$ cat src/hw/cfg_read_pkg.sv
// Constants shared by both ends of the register read link
package cfg_read_pkg;
  localparam int unsigned CLK_PERIOD_NS = 100;
  // Command encoding on the rising edge (CA3..CA0)
  localparam logic [3:0] CMD_CFG_READ   = 4'h8;
  localparam logic [3:0] CMD_CFG_WRITE  = 4'h0;
  // Register addresses
  localparam logic [7:0] ADDR_TEMP      = 8'h04;
  localparam logic [7:0] ADDR_CAL_A     = 8'h20;
  localparam logic [7:0] ADDR_CAL_B     = 8'h28;
  // Calibration patterns, bit time 0 in bit 0
  localparam logic [3:0] PAT_A          = 4'h5;
  localparam logic [3:0] PAT_B          = 4'hc;
  // Latencies in clocks
  localparam int unsigned READ_LAT      = 3;
  localparam int unsigned WRITE_LAT     = 1;
  localparam int unsigned ACCESS_RU     = 1;
  localparam int unsigned BURST_BEATS   = 4;
  localparam int unsigned CMD_PERIOD    = 2;
  localparam int unsigned WTR_RU        = 1;
  localparam int unsigned BURST_LEN     = 4;
  // Spacing from a register read to a following write or register write
  localparam int unsigned READ_TO_WR    = READ_LAT + ACCESS_RU + BURST_BEATS / 2 + 1;
  // Spacing before a register read after READ or WRITE
  localparam int unsigned RD_TO_CFG     = BURST_LEN / 2;
  localparam int unsigned WR_TO_CFG     = WRITE_LAT + 1 + BURST_LEN / 2 + WTR_RU;
  // Sensor update interval
  localparam int unsigned SENSOR_MS     = 32;
  localparam int unsigned SENSOR_CYC    = SENSOR_MS * 1000000 / CLK_PERIOD_NS;
  localparam logic [2:0]  TEMP_RESET    = 3'h3;
  localparam int unsigned DQ_WIDTH      = 16;
endpackage : cfg_read_pkg

$ cat src/hw/cfg_read_if.sv
// Link between controller and device: DDR command bus and data with strobe
interface cfg_read_if;
  import cfg_read_pkg::*;
  logic                csN;
  logic [9:0]          caRise;
  logic [9:0]          caFall;
  logic [DQ_WIDTH-1:0] dq;
  logic                dqOe;
  logic [1:0]          dqs;
  logic                dqsOe;
  modport ctrl (output csN, output caRise, output caFall,
                input dq, input dqOe, input dqs, input dqsOe);
  modport dev  (input csN, input caRise, input caFall,
                output dq, output dqOe, output dqs, output dqsOe);
endinterface : cfg_read_if

$ cat src/hw/cfg_read_device.sv
// Device end: decodes register read commands and returns the burst
// How it works
// (RULE_01) Read decoded: CS low, CA3..0 = 1000
// (RULE_02) Address is fall CA1-0 with rise CA9-4
// (RULE_03) Byte on DQ7..0 first beat after latency
// (RULE_04) Other beats and upper lines undefined
// (RULE_05) Strobes toggle for whole burst
// (RULE_06) Burst is always four beats
// (RULE_07) Controller never interrupts a register read
// (RULE_08) Command period two clocks, NOPs only
// (RULE_09) Reserved registers return undefined, strobes toggle
// (RULE_10) Read to write spacing honoured by controller
// (RULE_11) Read to config write spacing by controller
// (RULE_12) Read waits half burst after READ
// (RULE_13) Read waits write spacing after WRITE
// (RULE_14) Stopped bursts use shortened length; the spacing here always uses the full BURST_LEN
// (RULE_15) Temperature status low three bits readable
// (RULE_16) Temperature status refreshed every 32 ms
// (RULE_17) Status after sleep no older than interval
// (RULE_18) Controller polls temperature often enough
// (RULE_19) Calibration A 1010, B 0011 all beats
// (RULE_20) Pattern on line zero of each byte
// (RULE_21) Other lines copy line zero
// (RULE_22) Calibration reads only while idle
// (RULE_23) Read allowed idle or active, state kept
module cfg_read_device
  import cfg_read_pkg::*;
#(
  parameter int unsigned SENSOR_CYCLES = SENSOR_CYC
) (
  // Clock and reset
  input  wire logic       clk,
  input  wire logic       rst,
  // Link
  cfg_read_if.dev         link,
  // Sensor and bank state
  input  wire logic [2:0] tempSense,
  input  wire logic       bankActive,
  output logic            bankActiveSeen,
  output logic            busy
);
  typedef enum logic [2:0] {
    S_IDLE = 3'b001,
    S_WAIT = 3'b010,
    S_BURST = 3'b100
  } state_t;

  typedef struct packed {
    state_t              state;
    logic [3:0]          cnt;
    logic [1:0]          beat;
    logic [7:0]          addr;
    logic [2:0]          temp;
    logic [31:0]         tick;
    logic [DQ_WIDTH-1:0] dq;
    logic                dqOe;
    logic [1:0]          dqs;
    logic                dqsOe;
    logic                bank;
    logic                busy;
    logic [8:0]          sync;
    logic [2:0]          sensed;
  } dev_t;

  dev_t s_q, s_d;

  // Byte returned on a given beat: fill for undefined, value for defined
  function automatic logic [DQ_WIDTH-1:0] beatData(input logic [7:0] a,
                                                  input logic [1:0] b,
                                                  input logic [2:0] t);
    logic [DQ_WIDTH-1:0] r;
    r = '0;
    if (a == ADDR_CAL_A) r = {DQ_WIDTH{PAT_A[b]}};             // RULE_19 RULE_20 RULE_21
    else if (a == ADDR_CAL_B) r = {DQ_WIDTH{PAT_B[b]}};        // RULE_19 RULE_20 RULE_21
    else if (b == 2'h0 && a == ADDR_TEMP) r = {13'h0000, t};   // RULE_15 RULE_03
    // Undefined beats and upper lines driven as zero, a valid level
    return r;                                                  // RULE_04 RULE_09
  endfunction : beatData

  // Next state
  always_comb begin
    s_d = s_q;
    // Sensor sampled through three flops; accepted when last two agree,
    // so a word caught mid-change never reaches the status register
    s_d.sync = {s_q.sync[5:0], tempSense};
    if (s_q.sync[5:3] == s_q.sync[8:6]) s_d.sensed = s_q.sync[8:6];
    s_d.tick = s_q.tick + 32'h1;
    if (s_q.tick >= SENSOR_CYCLES - 1) begin
      s_d.tick = '0;
      s_d.temp = s_q.sensed;                                   // RULE_16 RULE_17
    end
    s_d.bank = bankActive;                                     // RULE_23
    s_d.dqs = 2'h0;
    unique case (s_q.state)
      S_IDLE: begin
        s_d.dqOe = 1'b0;
        s_d.dqsOe = 1'b0;
        s_d.busy = 1'b0;
        if (!link.csN && link.caRise[3:0] == CMD_CFG_READ) begin  // RULE_01
          s_d.addr = {link.caRise[9:4], link.caFall[1:0]};        // RULE_02
          // Decode edge and burst launch edge both count toward the latency
          s_d.cnt = 4'(READ_LAT - 2);                          // RULE_03
          s_d.busy = 1'b1;
          s_d.state = S_WAIT;
        end
      end
      S_WAIT: begin
        s_d.cnt = s_q.cnt - 4'h1;
        if (s_q.cnt == 4'h0) begin
          s_d.beat = 2'h0;
          s_d.dq = beatData(s_q.addr, 2'h0, s_q.temp);         // RULE_03
          s_d.dqOe = 1'b1;
          s_d.dqsOe = 1'b1;
          s_d.dqs = 2'h1;                                      // RULE_05
          s_d.state = S_BURST;
        end
      end
      S_BURST: begin
        s_d.dqs = ~s_q.dqs;                                    // RULE_05
        s_d.beat = s_q.beat + 2'h1;
        s_d.dq = beatData(s_q.addr, s_q.beat + 2'h1, s_q.temp);
        if (s_q.beat == 2'(BURST_BEATS - 1)) begin             // RULE_06
          s_d.dqOe = 1'b0;
          s_d.dqsOe = 1'b0;
          s_d.dqs = 2'h0;
          s_d.busy = 1'b0;
          s_d.state = S_IDLE;
        end
      end
      default: s_d.state = S_IDLE;
    endcase
  end

  // State register
  always_ff @(posedge clk) begin
    if (rst) begin
      s_q <= '{state: S_IDLE, temp: TEMP_RESET, default: '0};
    end else begin
      s_q <= s_d;
    end
  end

  assign link.dq = s_q.dq;
  assign link.dqOe = s_q.dqOe;
  assign link.dqs = s_q.dqs;
  assign link.dqsOe = s_q.dqsOe;
  assign bankActiveSeen = s_q.bank;
  assign busy = s_q.busy;
endmodule : cfg_read_device

$ cat src/flat_wrapper.sv
// flat-port wrapper written by rule: the top's interface ports become plain ports
module cfg_read_device_flat import cfg_read_pkg::*;
#(
  parameter int unsigned SENSOR_CYCLES = SENSOR_CYC
)
  (clk, rst, tempSense, bankActive, bankActiveSeen, busy, link_csN, link_caRise, link_caFall, link_dq, link_dqOe, link_dqs, link_dqsOe);
  cfg_read_if link_i ();
  input  wire logic clk;
  input  wire logic rst;
  input  wire logic [2:0] tempSense;
  input  wire logic bankActive;
  output logic bankActiveSeen;
  output logic busy;
  input wire logic [$bits(link_i.csN)-1:0] link_csN;
  input wire logic [$bits(link_i.caRise)-1:0] link_caRise;
  input wire logic [$bits(link_i.caFall)-1:0] link_caFall;
  output wire logic [$bits(link_i.dq)-1:0] link_dq;
  output wire logic [$bits(link_i.dqOe)-1:0] link_dqOe;
  output wire logic [$bits(link_i.dqs)-1:0] link_dqs;
  output wire logic [$bits(link_i.dqsOe)-1:0] link_dqsOe;
  assign link_i.csN = link_csN;
  assign link_i.caRise = link_caRise;
  assign link_i.caFall = link_caFall;
  assign link_dq = link_i.dq;
  assign link_dqOe = link_i.dqOe;
  assign link_dqs = link_i.dqs;
  assign link_dqsOe = link_i.dqsOe;
  cfg_read_device #(.SENSOR_CYCLES(SENSOR_CYCLES)) u_core (.clk(clk), .rst(rst), .link(link_i), .tempSense(tempSense), .bankActive(bankActive), .bankActiveSeen(bankActiveSeen), .busy(busy));
endmodule
$ cat config.mk
export PLATFORM = sky130hd
export DESIGN_NAME = cfg_read_device_flat
export DESIGN_NICKNAME = d
export VERILOG_FILES = /design/src/hw/cfg_read_pkg.sv /design/src/hw/cfg_read_if.sv /design/src/hw/cfg_read_device.sv /design/src/flat_wrapper.sv
export SDC_FILE = /design/constraint.sdc
export NUM_CORES = 1
export LEC_CHECK = 0
export ABC_AREA = 1
export BUFFER_PORTS_ARGS = -buffer_cell sky130_fd_sc_hd__buf_2
export CORE_MARGIN = 8
export CORE_UTILIZATION = 36
export CTS_CLUSTER_DIAMETER = 200
export CTS_CLUSTER_SIZE = 25
export DETAILED_ROUTE_END_ITERATION = 8
export MAX_ROUTING_LAYER = met4
export PLACE_DENSITY = 0.61
export SYNTH_ARGS = -nofsm -noshare
export SYNTH_HDL_FRONTEND = slang
export SYNTH_SLANG_ARGS = --single-unit
$ cat constraint.sdc
create_clock -name clk -period 1.75 [get_ports clk]
set_input_delay 0.35 -clock clk [delete_from_list [all_inputs] [get_ports clk]]
set_output_delay 0.35 -clock clk [all_outputs]
set_load 0.01 [all_outputs]
==> run metrics <==
run status=complete, no violations; cts hold-fix bufs=0; Pwr per Cell Area=845 nW/um^2; Synth-to-Final Area Change=12.7%; number of slew-limit violations in the final report=0; H-tree depth=3; launch point of the worst reg-to-reg path=u_core.s_q[34]; GP Congestion=0.803; Final period util=0.870; Net Switching=0.000613 W; count of max-cap constraint violations=0; Die Span X=108 um; PostCTS Resize Cnt=0; Final Hold Viols=0; clock latency on the worst-skew pair=330 ps; type of the setup path with the least slack=reg -> reg; via/cell ratio=4.33; # Post-CTS Setup Buffers=0; cell total after placement=537; Cell Rows=33; unrepaired setup endpoints after global routing=false; share of layout cells above drive strength 1=0.158; average instance area after synthesis=7.68 sq um; maximum buffer depth of the clock tree=2; antenna diode count=0; placed wire-length estimate=3920 um; core area=8260 sq um; cell internal pwr=0.00231 W; Post-layout nets=475; number of ports placed on the die boundary=49; share of total power in the clock network=0.373; Post-Syn Instances=400; area of the die=11700 sq um; arrival time worst endpoint=1740 ps; leakage power total=1.55 nW; GRT Overall Usage=0.103; worst-case setup margin in the final layout=227 ps; series of cell instances along the critical path=ha_1 -> nand3_2 -> nor2_2 -> nand2_2 -> nand2_1 -> nand2_1 -> nand2_2 -> inv_4 -> nand2_4 -> nor2_1; Worst setup startpoint=u_core.s_q[34]; DRC errors left=0; largest net degree at the start of global routing=25; Die Y-Extent=108 um; f_max=0.657 GHz; number of I/O port buffers=40; remaining global-route overflow=0; clock period minus worst slack=1520 ps; top fanout value on the critical path=17; Cell Area, Synth=3070 sq um; Sink Count=73; Comb power frac=0.038; category of the worst setup path capture point=flip-flop; total detailed-routing wirelength=5320 um; register share of total power=0.589; Detail Route Antenna Nets=0; Largest delay share family, worst path=simple AND/OR/NAND/NOR gates; CP Capture Point=u_core.s_q[48]; final clock skew=8.53 ps; number of iterations in the first detailed-routing pass=4; capture point of the worst reg-to-reg path=u_core.s_q[48]; Data required, critical path=1970 ps; CTS root buffer=sky130_fd_sc_hd__clkbuf_8; distinct cell type count of the synthesized netlist=32; CTS clk-pin slew, worst paths=70 ps; transition time of the tightest slew-check pin=506 ps; R2R depth=10; sort of element at the start of the critical path=flip-flop; post-synthesis sequential area ratio=0.476; via count of the first global-routing pass=2243; detail-routed net length per standard cell=9.69 um; minimum setup slack after placement=159 ps; Hold Crit Class=in -> reg; number of buffers added by the clock tree synthesis step=9; synthesis warning total=0; VDD IR max=0.428 mV; starting density of the core=0.372; max_slew headroom=0.662; setup slack, reg-to-reg=230 ps; critical path depth in cells=10; CP max-delay cell=sky130_fd_sc_hd__dfxtp_1; setup violation total in the final timing report=0; number of storage elements in the synthesis netlist=73; initial antenna violation count=0; Sw Share=0.210; number of DRC violations after detailed-routing iteration 0=81; via total after detailed routing=2377; worst path bufs/invs=1; CTS tree=done; final hold slack=216 ps; Setup TNS=0 ps; largest stage delay on the critical path=350 ps; number of standard cells in the layout, taps in and fillers out=549; wire length of the first global-routing pass=9340 um
layer usage:
metal  GRT usage  share of wire
met1       0.120           0.50
met4      0.0626          0.024
met5           -              0
met2       0.151           0.41
met3      0.0321          0.069
kinds of logic after synthesis:
kind of cell,share of synthesized area
adder cells (fa/ha/maj),0.0204
other,0.00122
AND/OR/NAND/NOR,0.260
XOR/XNOR,0.0314
buffers and inverters,0.132
flip-flops,0.476
AO/OA/AOI/OAI,0.0786
power by group through the flow:
stage          Sequential (W)  Combinational, W  Clock [W]
2_1_floorplan         0.00176         0.0000744          0
3_3_place_gp          0.00176          0.000109          0
3_5_place_dp          0.00176          0.000111          0
4_1_cts               0.00172          0.000111    0.00115
5_1_grt               0.00173          0.000132    0.00122
6_report              0.00172          0.000110    0.00109
how the worst min path moves through the flow:
stage	start	to	slack (ps)	cells past startpoint
floorplan	u_core.s_d[7]	u_core.s_d[10]	390	2
global placement	u_core.s_d[6]	u_core.s_d[9]	390	2
detailed placement	u_core.s_d[7]	u_core.s_d[10]	400	2
CTS	tempSense[0]	u_core.s_d[6]	200	3
global route	bankActive	u_core.bankActiveSeen	220	3
finish	tempSense[0]	u_core.s_d[6]	220	3
cell usage in the layout (no fill, tap or decap), types with 13 or more instances in the layout:
| cell type | count |
|---|---|
| sky130_fd_sc_hd__inv_1 | 57 |
| sky130_fd_sc_hd__nand2_1 | 60 |
| sky130_fd_sc_hd__nand3_1 | 22 |
| sky130_fd_sc_hd__nor2_1 | 65 |
| sky130_fd_sc_hd__dfxtp_1 | 73 |
| sky130_fd_sc_hd__a21oi_1 | 25 |
| sky130_fd_sc_hd__o21ai_0 | 14 |
| sky130_fd_sc_hd__conb_1 | 13 |
| sky130_fd_sc_hd__buf_2 | 40 |
synth_stat cells (all sizes together):
master	count	area share
a21oi	25	0.041
and2	1	0.0020
buf	22	0.055
clkbuf	3	0.0037
conb	1	0.0012
dfxtp	73	0.48
ha	5	0.020
inv	59	0.073
nand2	64	0.083
nand3	23	0.039
nand3b	2	0.0049
nand4	7	0.014
nor2	68	0.089
nor3	11	0.018
o211ai	2	0.0049
o21a	1	0.0024
o21ai	14	0.023
o221ai	1	0.0029
o31ai	2	0.0049
or2	5	0.010
xnor2	5	0.014
xor2	6	0.017
sequential cells by signal (all words and copies together), names as in the netlist:
name	count
u_core.link.dqsOe	1
u_core.s_q	58
u_core.bankActiveSeen	1
u_core.link.dqs	2
u_core.link.dq	4
u_core.s_d	6
u_core.busy	1
stage by stage:
| step | cell area (sq um) | power, W | util |
|---|---|---|---|
| finish | 3460 | 0.00292 | 0.419 |
| global route | 3460 | 0.00307 | 0.419 |
| CTS | 3460 | 0.00298 | 0.419 |
| detailed placement | 3300 | 0.00187 | 0.400 |
| global placement | 3300 | 0.00187 | 0.400 |
| floorplan | 3120 | 0.00183 | - |
layout make-up:
cell class,count,area [sq um]
sequential,73,1460
tap,105,131
clock inverter,1,5.00
clock buffer,11,151
fill,872,4800
timing repair buffer,45,238
inverter,59,224
multi-input combinational,255,1250
worst register-to-register path: cells and delay by family (launching register included):
family,cells,cell delay [ps]
flip-flops,1,350
AND/OR/NAND/NOR,8,780
buffers and inverters,1,70
adder cells (fa/ha/maj),1,210
(Power assumes the default switching activity.)
